`src/rtl/hwc_pkg.sv`:
```
package hwc_pkg;

   // ------------------------------------------------------------------
   // Register map (byte addresses on the bus)
   // ------------------------------------------------------------------
   localparam logic [11:0] ADDR_CTRL_STATUS = 12'h000;
   localparam logic [11:0] ADDR_PRESCALER = 12'h004;
   localparam logic [11:0] ADDR_TIMER_CTRL = 12'h008;
   localparam logic [11:0] ADDR_OPTIONS = 12'h00C;
   localparam logic [11:0] ADDR_STATE = 12'h010;

   // ------------------------------------------------------------------
   // Field positions and reset values
   // ------------------------------------------------------------------
   localparam int BIT_AUTO_WAKE_ENABLE = 0;
   localparam int BIT_MEASURE_ENABLE = 1;
   localparam int BIT_ELAPSED_FLAG = 2;
   localparam int BIT_TB_IRQ_ENABLE = 0;
   localparam int BIT_OVF_IRQ_ENABLE = 1;
   localparam int BIT_CLK_SEL_LOW = 2;
   localparam int BIT_CLK_SEL_HIGH = 3;
   localparam int BIT_WDG_HALT_OPT = 0;
   localparam int BIT_LONG_STARTUP = 1;
   localparam int BIT_MULT_ENABLE = 2;
   localparam logic [7:0] RST_CTRL_STATUS = 8'h00;
   localparam logic [7:0] RST_PRESCALER = 8'hFF;
   localparam logic [7:0] RST_TIMER_CTRL = 8'h00;
   localparam logic [7:0] RST_OPTIONS = 8'h00;

   // ------------------------------------------------------------------
   // Opcodes and counts
   // ------------------------------------------------------------------
   localparam logic [7:0] OPCODE_HALT = 8'h8E;
   localparam int FIXED_DIV = 64;
   localparam logic [12:0] STARTUP_SHORT = 13'h0100;
   localparam logic [12:0] STARTUP_LONG = 13'h1000;
   localparam logic [12:0] MULT_STARTUP = 13'h0040;

   // Power states
   typedef enum logic [2:0] {
      ST_RUN, ST_HALT, ST_ACTIVE_HALT, ST_AUTO_WAKE, ST_STARTUP, ST_MULT
   } hwc_state_type;

endpackage : hwc_pkg

```
`src/rtl/hwc_halt_wakeup_control.sv`:
```
// Overview of operation
// - opcode 8E starts halt entry
// - timer enables select active-halt
// - reset exit waits startup then vector
// - interrupt exit from active-halt immediate
// - active-halt entry clears interrupt mask
// - active-halt keeps oscillator, timer and CPU clock only
// - active-halt suppresses watchdog halt reset
// - active-halt exits on allowed interrupts, reset
// - auto-wake enable selects auto-wake halt
// - RC through fixed divider and prescaler
// - delay end sets flag, startup, service
// - status read clears flag, writes ignored
// - measure bit routes RC to capture
// - auto-wake entry forces mask to zero
// - auto-wake halt stops main oscillator
// - watchdog option may reset on halt
// - auto-wake exits on reset or interrupts
// - status register layout, reset 00h
// - multiplier adds extra startup delay
// - halt lasts 64 times prescale periods
// - plain halt when both others disabled
module hwc_halt_wakeup_control (
   // Clock and reset
   input wire logic hclk,
   input wire logic hresetn,
   // AHB-Lite slave
   input wire logic hsel,
   input wire logic [11:0] haddr,
   input wire logic [1:0] htrans,
   input wire logic hwrite,
   input wire logic [2:0] hsize,
   input wire logic [31:0] hwdata,
   input wire logic hready,
   output logic [31:0] hrdata,
   output logic hreadyout,
   output logic hresp,
   // CPU core
   input wire logic opcode_fetch,
   input wire logic [7:0] opcode,
   input wire logic wake_irq_pending,
   input wire logic realtime_base_interrupt,
   input wire logic wake_reset_req,
   input wire logic watchdog_active,
   output logic cpu_stall,
   output logic clear_int_mask,
   output logic fetch_reset_vector,
   output logic service_irq,
   output logic wake_irq,
   output logic watchdog_reset,
   // Clock gating
   output logic main_osc_enable,
   output logic periph_clk_enable,
   output logic timer_clk_enable,
   output logic cpu_clk_out_enable,
   // Wake-up RC oscillator
   input wire logic wake_rc_clk_pin,
   output logic wake_rc_enable,
   output logic capture_route_rc
);

   // ------------------------------------------------------------------
   // Registers
   // ------------------------------------------------------------------
   logic auto_wake_enable_ff;
   logic wake_osc_measure_enable_ff;
   logic wake_elapsed_flag_ff;
   logic [7:0] wake_prescaler_ff;
   logic [3:0] timer_ctrl_ff;
   logic [2:0] options_ff;
   hwc_pkg::hwc_state_type state_ff, nxt_state;
   logic exit_by_reset_ff, nxt_exit_by_reset;
   logic [12:0] cnt_ff, nxt_cnt;
   logic rc_s1_ff, rc_s2_ff, rc_s3_ff;
   logic dph_ff, dph_wr_ff;
   logic [11:0] dph_addr_ff;
   logic [31:0] hrdata_ff;
   logic cpu_stall_ff, clear_mask_ff, fetch_rv_ff, service_ff;
   logic wdg_rst_ff, osc_ff, periph_ff, timer_ff, cpuclk_ff;
   logic rc_en_ff, route_ff;
   logic timer_done;

   // ------------------------------------------------------------------
   // Bus decode
   // ------------------------------------------------------------------
   // Address phase accepted when selected and bus ready
   wire addr_ok = hsel && hready && htrans[1];
   wire wr_go = dph_ff && dph_wr_ff;
   wire wr_ctrl = wr_go && (dph_addr_ff == hwc_pkg::ADDR_CTRL_STATUS);
   wire wr_pre = wr_go && (dph_addr_ff == hwc_pkg::ADDR_PRESCALER);
   wire wr_tmr = wr_go && (dph_addr_ff == hwc_pkg::ADDR_TIMER_CTRL);
   wire wr_opt = wr_go && (dph_addr_ff == hwc_pkg::ADDR_OPTIONS);
   // Next values; a read right behind a write must see the new data
   wire nxt_auto_wake = wr_ctrl ? hwdata[hwc_pkg::BIT_AUTO_WAKE_ENABLE] :
      auto_wake_enable_ff;
   wire nxt_measure = wr_ctrl ? hwdata[hwc_pkg::BIT_MEASURE_ENABLE] :
      wake_osc_measure_enable_ff;
   wire [7:0] nxt_prescaler = wr_pre ? hwdata[7:0] : wake_prescaler_ff;
   wire [3:0] nxt_timer_ctrl = wr_tmr ? hwdata[3:0] : timer_ctrl_ff;
   wire [2:0] nxt_options = wr_opt ? hwdata[2:0] : options_ff;
   // Read taken at address phase so data comes from a register
   wire rd_go = addr_ok && !hwrite;
   wire rd_ctrl = rd_go && (haddr == hwc_pkg::ADDR_CTRL_STATUS);
   wire [7:0] ctrl_view = {5'h00, wake_elapsed_flag_ff,
      nxt_measure, nxt_auto_wake};
   wire [31:0] rd_mux =
      (haddr == hwc_pkg::ADDR_CTRL_STATUS) ? {24'h000000, ctrl_view} :
      (haddr == hwc_pkg::ADDR_PRESCALER) ? {24'h000000, nxt_prescaler} :
      (haddr == hwc_pkg::ADDR_TIMER_CTRL) ? {28'h0000000, nxt_timer_ctrl} :
      (haddr == hwc_pkg::ADDR_OPTIONS) ? {29'h00000000, nxt_options} :
      (haddr == hwc_pkg::ADDR_STATE) ? {29'h00000000, state_ff} :
      32'h00000000;

   // Data phase tracking
   always_ff @(posedge hclk or negedge hresetn) begin
      if (!hresetn) begin
         dph_ff <= 1'b0;
         dph_wr_ff <= 1'b0;
         dph_addr_ff <= 12'h000;
      end else if (hready) begin
         dph_ff <= addr_ok;
         dph_wr_ff <= addr_ok && hwrite;
         dph_addr_ff <= haddr;
      end
   end

   // Read data register
   always_ff @(posedge hclk or negedge hresetn) begin
      if (!hresetn) begin
         hrdata_ff <= 32'h00000000;
      end else if (rd_go) begin
         hrdata_ff <= rd_mux;
      end
   end

   // ------------------------------------------------------------------
   // Halt decisions
   // ------------------------------------------------------------------
   // halt opcode detect
   wire halt_fetch = opcode_fetch && (opcode == hwc_pkg::OPCODE_HALT)
      && (state_ff == hwc_pkg::ST_RUN);
   wire active_sel = timer_ctrl_ff[hwc_pkg::BIT_TB_IRQ_ENABLE] ||
      (timer_ctrl_ff[hwc_pkg::BIT_OVF_IRQ_ENABLE] &&
       !timer_ctrl_ff[hwc_pkg::BIT_CLK_SEL_HIGH] &&
       timer_ctrl_ff[hwc_pkg::BIT_CLK_SEL_LOW]);
   // no watchdog reset while active-halt enabled
   // option decides watchdog reset in halt
   wire wdg_trip = watchdog_active && !active_sel &&
      !options_ff[hwc_pkg::BIT_WDG_HALT_OPT];
   wire [12:0] startup_len = options_ff[hwc_pkg::BIT_LONG_STARTUP] ?
      hwc_pkg::STARTUP_LONG : hwc_pkg::STARTUP_SHORT;
   wire rc_tick = rc_s2_ff && !rc_s3_ff;

   // RC ticks through divider and prescaler
   hwc_wake_timer u_wake_timer (
      .hclk(hclk),
      .hresetn(hresetn),
      .run(state_ff == hwc_pkg::ST_AUTO_WAKE),
      .rc_tick(rc_tick),
      .prescale(wake_prescaler_ff),
      .done(timer_done)
   );

   // Next state logic
   always_comb begin
      nxt_state = state_ff;
      nxt_cnt = cnt_ff;
      nxt_exit_by_reset = exit_by_reset_ff;
      unique case (state_ff)
         hwc_pkg::ST_RUN: begin
            if (halt_fetch && !wdg_trip) begin
               if (auto_wake_enable_ff) begin
                  nxt_state = hwc_pkg::ST_AUTO_WAKE;
               end else if (active_sel) begin
                  nxt_state = hwc_pkg::ST_ACTIVE_HALT;
               end else begin
                  nxt_state = hwc_pkg::ST_HALT;
               end
            end
         end
         hwc_pkg::ST_ACTIVE_HALT: begin
            if (wake_reset_req) begin
               nxt_state = hwc_pkg::ST_STARTUP;
               nxt_exit_by_reset = 1'b1;
               nxt_cnt = startup_len;
            end else if (realtime_base_interrupt || wake_irq_pending) begin
               nxt_state = hwc_pkg::ST_RUN;
               nxt_exit_by_reset = 1'b0;
            end
         end
         hwc_pkg::ST_HALT, hwc_pkg::ST_AUTO_WAKE: begin
            if (wake_reset_req || wake_irq_pending || timer_done) begin
               nxt_state = hwc_pkg::ST_STARTUP;
               nxt_exit_by_reset = wake_reset_req;
               nxt_cnt = startup_len;
            end
         end
         hwc_pkg::ST_STARTUP: begin
            if (cnt_ff == 13'h0001) begin
               if (options_ff[hwc_pkg::BIT_MULT_ENABLE]) begin
                  nxt_state = hwc_pkg::ST_MULT;
                  nxt_cnt = hwc_pkg::MULT_STARTUP;
               end else begin
                  nxt_state = hwc_pkg::ST_RUN;
               end
            end else begin
               nxt_cnt = cnt_ff - 13'h0001;
            end
         end
         hwc_pkg::ST_MULT: begin
            if (cnt_ff == 13'h0001) begin
               nxt_state = hwc_pkg::ST_RUN;
            end else begin
               nxt_cnt = cnt_ff - 13'h0001;
            end
         end
         default: begin
            nxt_state = hwc_pkg::ST_RUN;
         end
      endcase
   end

   // Power state register
   always_ff @(posedge hclk or negedge hresetn) begin
      if (!hresetn) begin
         state_ff <= hwc_pkg::ST_RUN;
         cnt_ff <= 13'h0000;
         exit_by_reset_ff <= 1'b0;
      end else begin
         state_ff <= nxt_state;
         cnt_ff <= nxt_cnt;
         exit_by_reset_ff <= nxt_exit_by_reset;
      end
   end

   // RC pin synchroniser; edge detect compares stages two and three
   always_ff @(posedge hclk or negedge hresetn) begin
      if (!hresetn) begin
         rc_s1_ff <= 1'b0;
         rc_s2_ff <= 1'b0;
         rc_s3_ff <= 1'b0;
      end else begin
         rc_s1_ff <= wake_rc_clk_pin;
         rc_s2_ff <= rc_s1_ff;
         rc_s3_ff <= rc_s2_ff;
      end
   end

   // ------------------------------------------------------------------
   // Software registers
   // ------------------------------------------------------------------
   // Configuration writes, low byte lane only
   always_ff @(posedge hclk or negedge hresetn) begin
      if (!hresetn) begin
         auto_wake_enable_ff <= hwc_pkg::RST_CTRL_STATUS[0];
         wake_osc_measure_enable_ff <= hwc_pkg::RST_CTRL_STATUS[1];
         wake_prescaler_ff <= hwc_pkg::RST_PRESCALER;
         timer_ctrl_ff <= hwc_pkg::RST_TIMER_CTRL[3:0];
         options_ff <= hwc_pkg::RST_OPTIONS[2:0];
      end else begin
         auto_wake_enable_ff <= nxt_auto_wake;
         wake_osc_measure_enable_ff <= nxt_measure;
         wake_prescaler_ff <= nxt_prescaler;
         timer_ctrl_ff <= nxt_timer_ctrl;
         options_ff <= nxt_options;
      end
   end

   // Flag: set beats the read clear; writes never touch it
   always_ff @(posedge hclk or negedge hresetn) begin
      if (!hresetn) begin
         wake_elapsed_flag_ff <= hwc_pkg::RST_CTRL_STATUS[2];
      end else if (timer_done && state_ff == hwc_pkg::ST_AUTO_WAKE) begin
         wake_elapsed_flag_ff <= 1'b1;
      end else if (rd_ctrl) begin
         wake_elapsed_flag_ff <= 1'b0;
      end
   end

   // ------------------------------------------------------------------
   // Registered outputs
   // ------------------------------------------------------------------
   wire in_auto = (nxt_state == hwc_pkg::ST_AUTO_WAKE);
   wire in_act = (nxt_state == hwc_pkg::ST_ACTIVE_HALT);
   wire in_halt = (nxt_state == hwc_pkg::ST_HALT);
   wire in_run = (nxt_state == hwc_pkg::ST_RUN);
   wire to_run = in_run && (state_ff != hwc_pkg::ST_RUN);

   // Clock gating and CPU handshakes follow the next state
   always_ff @(posedge hclk or negedge hresetn) begin
      if (!hresetn) begin
         cpu_stall_ff <= 1'b0;
         clear_mask_ff <= 1'b0;
         fetch_rv_ff <= 1'b0;
         service_ff <= 1'b0;
         wdg_rst_ff <= 1'b0;
         osc_ff <= 1'b1;
         periph_ff <= 1'b1;
         timer_ff <= 1'b1;
         cpuclk_ff <= 1'b1;
         rc_en_ff <= 1'b0;
         route_ff <= 1'b0;
      end else begin
         cpu_stall_ff <= !in_run;
         clear_mask_ff <= halt_fetch && !wdg_trip;
         fetch_rv_ff <= to_run && nxt_exit_by_reset;
         service_ff <= to_run && !nxt_exit_by_reset;
         wdg_rst_ff <= halt_fetch && wdg_trip;
         osc_ff <= !(in_auto || in_halt);
         periph_ff <= in_run;
         timer_ff <= in_run || in_act;
         // CPU clock held during multiplier wait
         cpuclk_ff <= in_run || in_act;
         rc_en_ff <= in_auto || (wake_osc_measure_enable_ff && in_run);
         route_ff <= wake_osc_measure_enable_ff && in_run;
      end
   end

   assign hrdata = hrdata_ff;
   assign hreadyout = 1'b1;
   assign hresp = 1'b0;
   assign cpu_stall = cpu_stall_ff;
   assign clear_int_mask = clear_mask_ff;
   assign fetch_reset_vector = fetch_rv_ff;
   assign service_irq = service_ff;
   assign wake_irq = wake_elapsed_flag_ff;
   assign watchdog_reset = wdg_rst_ff;
   assign main_osc_enable = osc_ff;
   assign periph_clk_enable = periph_ff;
   assign timer_clk_enable = timer_ff;
   assign cpu_clk_out_enable = cpuclk_ff;
   assign wake_rc_enable = rc_en_ff;
   assign capture_route_rc = route_ff;

endmodule : hwc_halt_wakeup_control

```
`src/rtl/hwc_wake_timer.sv`:
```
// Wake-up delay: fixed divide then programmable prescaler, on an RC
// tick enable. Running only while enabled keeps the count fresh.
module hwc_wake_timer (
   // Clock and reset
   input wire logic hclk,
   input wire logic hresetn,
   // Control
   input wire logic run,
   input wire logic rc_tick,
   input wire logic [7:0] prescale,
   // Result
   output logic done
);

   logic [5:0] div_ff;
   logic [7:0] pre_ff;
   logic done_ff;
   wire div_wrap = (div_ff == 6'(hwc_pkg::FIXED_DIV - 1));
   // Forbidden zero prescale treated as one
   wire [7:0] pre_top = (prescale == 8'h00) ? 8'h01 : prescale;
   wire pre_wrap = (pre_ff == pre_top - 8'h01);

   // Divider chain
   always_ff @(posedge hclk or negedge hresetn) begin
      if (!hresetn) begin
         div_ff <= 6'h00;
         pre_ff <= 8'h00;
         done_ff <= 1'b0;
      end else if (!run) begin
         div_ff <= 6'h00;
         pre_ff <= 8'h00;
         done_ff <= 1'b0;
      end else if (rc_tick) begin
         div_ff <= div_wrap ? 6'h00 : div_ff + 6'h01;
         if (div_wrap) begin
            pre_ff <= pre_wrap ? 8'h00 : pre_ff + 8'h01;
         end
         done_ff <= div_wrap && pre_wrap;
      end else begin
         done_ff <= 1'b0;
      end
   end

   assign done = done_ff;

endmodule : hwc_wake_timer

```
`config.mk`:
```
export PLATFORM = sky130hd
export DESIGN_NAME = hwc_halt_wakeup_control
export DESIGN_NICKNAME = d
export VERILOG_FILES = /design/src/rtl/hwc_pkg.sv /design/src/rtl/hwc_halt_wakeup_control.sv /design/src/rtl/hwc_wake_timer.sv
export SDC_FILE = /design/constraint.sdc
export NUM_CORES = 1
export LEC_CHECK = 0
export ABC_AREA = 1
export BUFFER_PORTS_ARGS = -buffer_cell sky130_fd_sc_hd__buf_2
export CAP_MARGIN = 10
export CORE_MARGIN = 3
export CORE_UTILIZATION = 45
export CTS_CLUSTER_SIZE = 20
export DETAILED_ROUTE_END_ITERATION = 10
export GPL_TIMING_DRIVEN = 0
export HOLD_SLACK_MARGIN = 0.15
export PLACE_DENSITY = 0.68
export SYNTH_ARGS = -nofsm -noshare
export SYNTH_HDL_FRONTEND = slang
export SYNTH_SLANG_ARGS = --single-unit
export TNS_END_PERCENT = 50
```
`constraint.sdc`:
```
create_clock -name hclk -period 3.6 [get_ports hclk]
set_input_delay 0.72 -clock hclk [delete_from_list [all_inputs] [get_ports hclk]]
set_output_delay 0.72 -clock hclk [all_outputs]
set_load 0.02 [all_outputs]
```
==> results of run 1 <==
## flip-flops by register name, summed over array words and instances, names as in the netlist, 3 cells and up
register	flops
cnt_ff	13
dph_addr_ff	12
hrdata	8
state_ff	3
u_wake_timer.div_ff	6
timer_ctrl_ff	4
options_ff	3
wake_prescaler_ff	8
u_wake_timer.pre_ff	8
## critical path, stage by stage, from the launching register on
cell and delay [ns]:
dfstp_2 0.59, inv_1 0.06, nand3b_1 0.08, nor2_1 0.04, nor2_1 0.21, ha_1 0.30, xor2_1 0.14, o21ai_0 0.09
inv_1 0.06, nand3_1 0.08, nor2_1 0.14, nand4_2 0.27, nand2_1 0.13, nand2_1 0.06
## metrics by stage
| step | utilization (%) | hold slack, ns | power [mW] | instance area (µm²) |
|---|---|---|---|---|
| floorplan | - | 0.3312 | 1.852 | 5046 |
| global placement | 52.45 | 0.3416 | 2.051 | 5512 |
| detailed placement | 52.73 | 0.3433 | 2.075 | 5542 |
| CTS | 55.02 | 0.2732 | 2.899 | 5782 |
| global route | 55.02 | 0.2745 | 3.074 | 5782 |
| finish | 55.02 | 0.2693 | 2.880 | 5782 |
## power breakdown
group          internal, mW  total [mW]  switching, mW
logic                 0.321       0.889          0.568
registers              1.08        1.17         0.0871
clock network         0.463       0.821          0.358
## logic make-up (layout without fill, tap and decap cells)
kind of cell,after synthesis,in the layout,share of synthesized area [%]
xor+xnor,15,15,2.651
mux,5,5,1.136
other cells,2,26,0.1515
simple gates,343,343,30.98
flops,85,85,43.20
fa+ha+maj,5,5,1.262
compound gates,66,66,7.852
buf+inv,135,211,12.77
## cells in the final DEF, fill, tap and decap left out, types with 2 or more instances in the layout
cell and n:
nand2_1 163, inv_1 90, nor2_1 75, dfrtp_1 74, buf_2 59, nand3_1 48, buf_4 30, o21ai_0 28
conb_1 26, nand4_1 15, nor3_1 13, dfstp_2 11, xor2_1 10, a21oi_1 9, clkbuf_8 9, o21ai_1 8
inv_2 7, and2_1 6, xnor2_1 5, mux2_2 5, ha_1 5, nand3b_1 4, clkbuf_1 4, nand3_2 3
o21ai_2 3, or2_2 3, o211ai_1 3, bufinv_16 3, nor3_2 2, nor2_2 2, nor2_4 2, buf_6 2
a31oi_1 2, o21a_1 2, o22ai_1 2, nor3b_1 2, clkinv_4 2
## how the worst max path moves through the flow
| stage | start | end | slack [ns] |
|---|---|---|---|
| global placement | hresetn | rc_s3_ff | 1.11 |
| CTS | wake_prescaler_ff[6] | u_wake_timer.pre_ff[7] | 1.23 |
| global route | wake_prescaler_ff[6] | u_wake_timer.pre_ff[7] | 0.94 |
| floorplan | wake_prescaler_ff[6] | u_wake_timer.pre_ff[0] | 1.56 |
| finish | wake_prescaler_ff[6] | u_wake_timer.pre_ff[7] | 1.24 |
| detailed placement | wake_prescaler_ff[6] | u_wake_timer.pre_ff[0] | 1.26 |
## layer usage
metal  global-route usage, %  vias up  routed length (µm)
li1                        -     2226                   -
met1                   25.07     1951                5162
met2                   28.88      105                4676
met3                   3.766       11                 610
met4                   5.008        0                 118
met5                       0        -                   0
## cell type report
class / instances / area (µm²) / share of cell area, %
flip-flops and latches: 85 / 2141 / 37.03
multi-input cells: 460 / 2272 / 39.30
plain buffers: 37 / 265.3 / 4.588
repair buffers: 60 / 325.3 / 5.626
clock inverters: 6 / 112.6 / 1.948
inverters: 98 / 367.9 / 6.362
well taps: 136 / 170.2 / 2.943
clock buffers: 10 / 127.6 / 2.207
==> flow_summary.ini, run 1 <==
[setup_path]
crit-reg2reg-launch = wake_prescaler_ff[6]
required_ns = 3.85
reg2reg_depth = 13
crit_path_start_kind = flop
cp_max_fo = 9
endpoint_kind = flop
r2r-end = u_wake_timer.pre_ff[7]
crit_arrival_ns = 2.61
r2r_slack_ns = 1.24
worstSetupPathType = reg -> reg

[global_route]
overflow = 0
grt_start_max_net_pins = 60
grt_usage_pct = 18.11
grt_pass1_vias = 4088
antenna_found_initial = 0
grt_pass1_wl_um = 18700

[clock_network]
cts_max_path_buffers = 2
clockRootBuffer = clkbuf_8
cts_tree = yes
numCtsBuffers = 9
cts.sinks = 85
ctsResizeCount = 0
h-tree-depth = 3
postCtsSetupRepairBufs = 0
holdBufCountCts = 0
clkTransAtPathRegs_ns = 0.09
clock_latency_ns = 0.36

[logic_synthesis]
ys_top_cells_by_area = dfrtp_1 (37%), nand2_1 (12%), inv_1 (6.8%), dfstp_2 (5.8%), nor2_1 (5.7%)
syn_inst = 656
async_flop_share_pct = 100.0
synth_common_cells = nand2_1 (163), inv_1 (90), nor2_1 (75)
yosysWarnings = 0
ys_ff_latch = 85
yosysTopAreaCell = dfrtp_1
syn_avg_cell_area_um2 = 7.555
synth_area_um2 = 4956
synth_most_common_cell = nand2_1
yosysSeqAreaShare_pct = 43.20
synth_edf_count = 0
synth_top_cell_area_share_pct = 37.36
synthFlopType = dfrtp_1
yosys.cell_types.count = 51

[hold_path]
hp-class = in -> async

[finish]
finalNetCount = 824
final_cells = 892
diodes = 0
fillers = 995
layout-drive-gt1-share_pct = 19.84
area_growth_pct = 16.66

[floorplanning]
die_area_um2 = 12310
die_h_um = 110.9
chipWidth_um = 110.9
rows = 37
coreArea_um2 = 10510
io_pins = 114
start_util_pct = 47.16

[place]
pre_cts_slack_ns = 1.255
dp.cells = 876
gp_congestion = 0.8893
post-dp-hpwl_um = 8177
portBuffers = 59

[drt]
num_vias = 4293
drc = 0
drtAntennaViolNets = 0
via_per_inst = 4.813
postRouteWirelength_um = 10570
drt_pass1_iterations = 4
drt_iter0_drc = 180
wl_per_cell_um = 11.85

[timing]
fin_crit_ns = 2.361
finalSetupTns_ns = 0
grt_setup_unrepaired = false
max-slew-margin-rel_pct = 62.19
fmax_ghz = 0.4235
finalSetupViolCount = 0
hold_viol = 0
worst_slew_pin_slew_ns = 0.5629
fin_ws_ns = 1.239
drv_slew = 0
fin_skew_ns = 0.007485
fin_crit_sh_pct = 65.59

[power_and_ir_drop]
p_leak_nw = 3.085
vdd_drop_max_mv = 0.2766
power_density_nw_per_um2 = 498.1

[flow_run]
cap_violations = 0

[status]
status = complete, no violations
(Power assumes the default switching activity.)
==> run 2: changes to the inputs <==
- ABC_AREA: 1 -> 0
- clock period: 3.6 -> 2.2 ns (I/O delays scaled with it)
==> flow_summary.ini, run 2 <==
[setup_path]
required_ns = 2.44
crit_path_start_kind = flop
crit_arrival_ns = 2.48
worstSetupPathType = reg -> reg
crit_slowest_cell = or4b_4
crit_chain = buf_4 -> or4b_4 -> nor4_4 -> buf_6 -> and4b_1 -> nor2_1 -> o211a_1
cp_max_fo = 8
critPathTopFamily = simple AND/OR/NAND/NOR gates
crit_path_max_incr_delay_ns = 0.49
crit_buf_inv = 2
endpoint_kind = flop

[finish]
diodes = 0
layout_commonest_cell = dfrtp_1
largest_reg_flops = 13
layout-drive-gt1-share_pct = 36.81
reg.largest.list = cnt_ff x13, dph_addr_ff x12
final_cell_mix = dfrtp_1 (74), buf_2 (56), buf_4 (50), conb_1 (26), nor2_1 (25)
area_growth_pct = 25.34
finalNetCount = 644
top_register = cnt_ff

[floorplanning]
die_h_um = 108.9
chipWidth_um = 108.9
io_pins = 114
start_util_pct = 47.40
coreArea_um2 = 10040
rows = 36
die_area_um2 = 11850

[timing]
grt_setup_unrepaired = true
worst_slew_pin_slew_ns = 0.7143
fin_crit_sh_pct = 101.8
drv_slew = 0
hold_viol = 0
fin_skew_ns = 0.009517
fmax_ghz = 0.4465
max-slew-margin-rel_pct = 51.98
fin_crit_ns = 2.240
finalSetupViolCount = 6
fin_ws_ns = -0.03951

[global_route]
grt_pass1_vias = 3689
overflow = 0
grt_start_max_net_pins = 52
grt_usage_pct = 18.96
grt_pass1_wl_um = 17730
antenna_found_initial = 0

[logic_synthesis]
async_flop_share_pct = 100.0
synthXorXnorAreaFrac_pct = 3.679
synth_top_cell_area_share_pct = 38.90
yosys.cell_types.count = 71
yosysSeqAreaShare_pct = 44.97
syn_avg_cell_area_um2 = 10.44
synth_area_um2 = 4761
yosysWarnings = 0
synth_top_family_by_area = simple AND/OR/NAND/NOR gates
ys_ff_latch = 85
synth_compound_area_share_pct = 15.32
ys_top_cells_by_area = dfrtp_1 (39%), mux2_2 (6.1%), dfstp_2 (6.1%), buf_4 (4.4%), xor2_1 (2.8%)
synthFlopType = dfrtp_1
synthMuxAreaShare_pct = 6.570
synth_edf_count = 0
syn_inst = 456
yosysTopAreaCell = dfrtp_1
synth_common_cells = dfrtp_1 (74), buf_4 (28), mux2_2 (26), nor2_1 (26), nand2_1 (23)
synth_most_common_cell = dfrtp_1
synth-simple-area-share_pct = 20.92
synthAdderAreaFrac_pct = 1.314

[drt]
num_vias = 3990
drt_pass1_iterations = 4
drtAntennaViolNets = 0
drt_iter0_drc = 139
postRouteWirelength_um = 11190
wl_per_cell_um = 15.78
via_per_inst = 5.628
drc = 0

[place]
gp_congestion = 0.8312
pre_cts_slack_ns = -0.2857
portBuffers = 57
post-dp-hpwl_um = 7823

[clock_network]
clockRootBuffer = clkbuf_8
clkTransAtPathRegs_ns = 0.09
cts_tree = yes
cts.sinks = 85
clock_latency_ns = 0.36
cts_max_path_buffers = 2
h-tree-depth = 3
numCtsBuffers = 9

[power_and_ir_drop]
p_leak_nw = 2.773
power_density_nw_per_um2 = 533.1
finalPower_mw = 3.181
vdd_drop_max_mv = 0.3634

[status]
violations = setup timing
status = finished, violations left

[flow_run]
cap_violations = 0

[hold_path]
hp-class = in -> reg
## run 2: cell types whose count changed in the layout (fill, tap and decap cells not counted), moves of 8 or more
cell / before / now
nand2_1: 163 / 23
inv_1: 90 / 11
nor2_1: 75 / 25
nand3_1: 48 / 14
buf_4: 30 / 50
o21ai_0: 28 / 14
mux2_2: 5 / 18
a22o_1: 1 / 9
mux2_4: 0 / 8
## run 2: kinds of logic after synthesis
kind of cell	after synthesis
flops	85
simple gates	161
other cells	2
compound gates	101
buf+inv	54
xor+xnor	20
mux	28
fa+ha+maj	5
## run 2: final cells by class
type	instances	area [µm²]
Fill cell	872	4078
Multi-Input combinational cell	341	2631
Sequential cell	85	2141
Timing Repair Buffer	81	494.2
Buffer	42	290.3
Tap cell	133	166.4
Clock buffer	13	158.9
Clock inverter	3	43.79
Inverter	11	41.29
## run 2: report_power, final
part	leakage (nW)	internal (mW)	switching, mW
registers	1.10	1.61	0.0334
logic	1.57	0.166	0.217
clock network	0.104	0.591	0.565
## run 2: metrics by stage
| stage | TNS, ns | hold WS [ns] | utilization, % | cell area, µm² | instances |
|---|---|---|---|---|---|
| finish | -0.1725 | 0.1810 | 59.40 | 5967 | 709 |
| global route | -0.8852 | 0.1644 | 59.40 | 5967 | 709 |
| CTS | -0.4555 | 0.1701 | 57.24 | 5749 | 699 |
| detailed placement | -4.055 | 0.3617 | 53.25 | 5349 | 671 |
| global placement | -3.943 | 0.3345 | 52.95 | 5319 | 670 |
| floorplan | -0.01532 | 0.1444 | - | 4867 | 480 |
## run 2: per-layer routing
metal	up-vias	global-route usage, %	part of all wire [%]
met5	-	0	0
met4	0	6.222	1.6
met3	19	3.375	5.9
met2	135	30.19	47
met1	1952	26.32	45
li1	1884	-	-
## run 2: worst paths after layout
check | from | slack, ns | endpoint | cells after the start
worst max-delay path | dph_addr_ff[6] | -0.04 | hrdata[1] | 7
worst min-delay path | wake_rc_clk_pin | 0.18 | rc_s1_ff | 1
worst max register to register | dph_addr_ff[6] | -0.04 | hrdata[1] | 7
worst min register to register | rc_s1_ff | 0.38 | rc_s2_ff | 0
max in group asynchronous | hresetn | 0.95 | main_osc_enable | 3
min in group asynchronous | hresetn | 0.57 | dph_addr_ff[10] | 2
## run 2: worst reg2reg max path, cell delays in order (launching register included)
cell	delay, ns
dfrtp_1	0.42
buf_4	0.14
or4b_4	0.49
nor4_4	0.40
buf_6	0.19
and4b_1	0.22
nor2_1	0.05
o211a_1	0.23
## run 2: what timing repair did
action / 4_1_cts / 5_1_grt
endpoints found under the setup margin: 33 / 34
setup buffers: 11 / 11
hold buffers: 1 / 0
pin swaps: 14 / 18
resized for setup: 23 / 28
endpoints found under the hold margin: 26 / 0
==> run 3: changes to the inputs <==
- HOLD_SLACK_MARGIN: 0.15 -> unset
- PLACE_DENSITY: 0.68 -> 0.71
- clock period: 2.2 -> 1.9 ns (I/O delays scaled with it)
==> flow_summary.ini, run 3 (same netlist as run 2, synthesis figures left out) <==
[setup_path]
r2r-end = hrdata[1]
required_ns = 2.14
worstSetupPathType = reg -> reg
r2r_slack_ns = -0.31
crit_path_start_kind = flop
reg2reg_depth = 6
crit-reg2reg-launch = dph_addr_ff[7]
cp_max_fo = 4
endpoint_kind = flop
crit_arrival_ns = 2.46

[floorplanning]
chipWidth_um = 108.9
io_pins = 114
die_h_um = 108.9
start_util_pct = 47.40
rows = 36
coreArea_um2 = 10040
die_area_um2 = 11850

[drt]
drc = 0
num_vias = 4011
via_per_inst = 5.532
postRouteWirelength_um = 11740
drt_pass1_iterations = 4
wl_per_cell_um = 16.19
drtAntennaViolNets = 0
drt_iter0_drc = 159

[timing]
drv_slew = 0
fin_crit_ns = 2.213
fin_crit_sh_pct = 116.5
fin_ws_ns = -0.3133
max-slew-margin-rel_pct = 59.90
worst_slew_pin_slew_ns = 0.5960
hold_viol = 16
grt_setup_unrepaired = true
finalSetupViolCount = 34
holdWs_ns = -0.01147
fmax_ghz = 0.4518
fin_skew_ns = 0.01279

[place]
post-dp-hpwl_um = 7889
dp.cells = 671
portBuffers = 57
gp_congestion = 0.8327

[clock_network]
clkTransAtPathRegs_ns = 0.09
holdBufCountCts = 0
clockRootBuffer = clkbuf_8
numCtsBuffers = 9
cts_tree = yes
h-tree-depth = 3
cts.sinks = 85
clock_latency_ns = 0.36
cts_max_path_buffers = 2

[finish]
area_growth_pct = 33.96
layout_commonest_cell = dfrtp_1
largest_reg_flops = 13
fillers = 793
final_cells = 725
top_register = cnt_ff
diodes = 0
layout-drive-gt1-share_pct = 44.43
final_cell_mix = dfrtp_1 (72), buf_4 (68), buf_2 (56), conb_1 (26), nor2_1 (24)
reg.largest.list = cnt_ff x13, dph_addr_ff x12
finalNetCount = 660
postLayoutCoreUtil_pct = 63.49

[global_route]
grt_start_max_net_pins = 48
grt_usage_pct = 20.29
grt_pass1_wl_um = 18970
antenna_found_initial = 0
overflow = 0
grt_pass1_vias = 3932

[hold_path]
hp-class = in -> async

[flow_run]
cap_violations = 0

[power_and_ir_drop]
p_leak_nw = 2.924
vdd_drop_max_mv = 0.3542
power_density_nw_per_um2 = 604.1

[status]
violations = hold timing, setup timing
status = finished, violations left
-- run 3: cell types whose count changed in the layout (fill, tap and decap cells not counted), sizes merged --
cell	before	now
dlygate4sd3	1	0
clkbuf	24	21
clkinv	1	0
inv	12	11
bufinv	1	2
buf	111	131
clkinvlp	0	1
-- run 3: worst max-delay path, cell delays in order, from the launching register on --
cell and delay (ns):
dfrtp_1 0.42, or4bb_1 0.55, nor4_4 0.26, buf_4 0.17
mux2_4 0.30, a22o_1 0.21, o211a_1 0.20
-- run 3: timing repair --
item / CTS / global route
endpoints found under the setup margin: 56 / 53
hold endpoints to repair: 0 / 0
setup buffers: 35 / 7
resized for setup: 68 / 32
pin swaps: 38 / 27
gates cloned: 0 / 0
-- run 3: metal layers --
layer  share of wire [%]  track usage, %
met5                   0               0
met4                 2.3           7.033
met3                 4.6           3.079
met2                  48           33.32
met1                  45           27.47
-- run 3: how the worst max path moves through the flow --
stage / slack, ns / from / cells after the start / end
detailed placement: -0.48 / dph_addr_ff[2] / 5 / hrdata[2]
global placement: -0.48 / dph_addr_ff[9] / 6 / hrdata[2]
finish: -0.31 / dph_addr_ff[7] / 6 / hrdata[1]
floorplan: -0.30 / dph_addr_ff[4] / 6 / hrdata[1]
CTS: -0.33 / dph_addr_ff[9] / 6 / hrdata[1]
global route: -0.43 / dph_addr_ff[4] / 6 / hrdata[1]
-- run 3: area by class of cell --
| cell class | count | area [µm²] | area share, % |
|---|---|---|---|
| plain buffers | 39 | 301.5 | 4.728 |
| flip-flops and latches | 85 | 2143 | 33.61 |
| well taps | 133 | 166.4 | 2.609 |
| repair buffers | 100 | 650.6 | 10.20 |
| clock buffers | 13 | 158.9 | 2.492 |
| inverters | 11 | 43.79 | 0.6867 |
| clock inverters | 3 | 67.56 | 1.059 |
| multi-input cells | 341 | 2845 | 44.61 |
-- run 3: stage by stage --
step / hold WS, ns / setup TNS (ns) / worst slack, ns / total power, mW / instance area [µm²]
5_1_grt: 0.009864 / -7.789 / -0.4251 / 3.996 / 6377
3_5_place_dp: 0.3381 / -16.13 / -0.4802 / 2.351 / 5389
3_3_place_gp: 0.3342 / -30.53 / -0.4766 / 2.332 / 5359
6_report: -0.01147 / -4.474 / -0.3133 / 3.852 / 6377
4_1_cts: 0.004803 / -4.687 / -0.3343 / 3.843 / 6181
2_1_floorplan: 0.08441 / -2.928 / -0.3000 / 2.191 / 4907
-- run 3: report_power, final --
group | switching, mW | total [mW] | internal [mW]
logic | 0.262 | 0.469 | 0.207
registers | 0.0394 | 1.90 | 1.86
clock network | 0.667 | 1.48 | 0.815
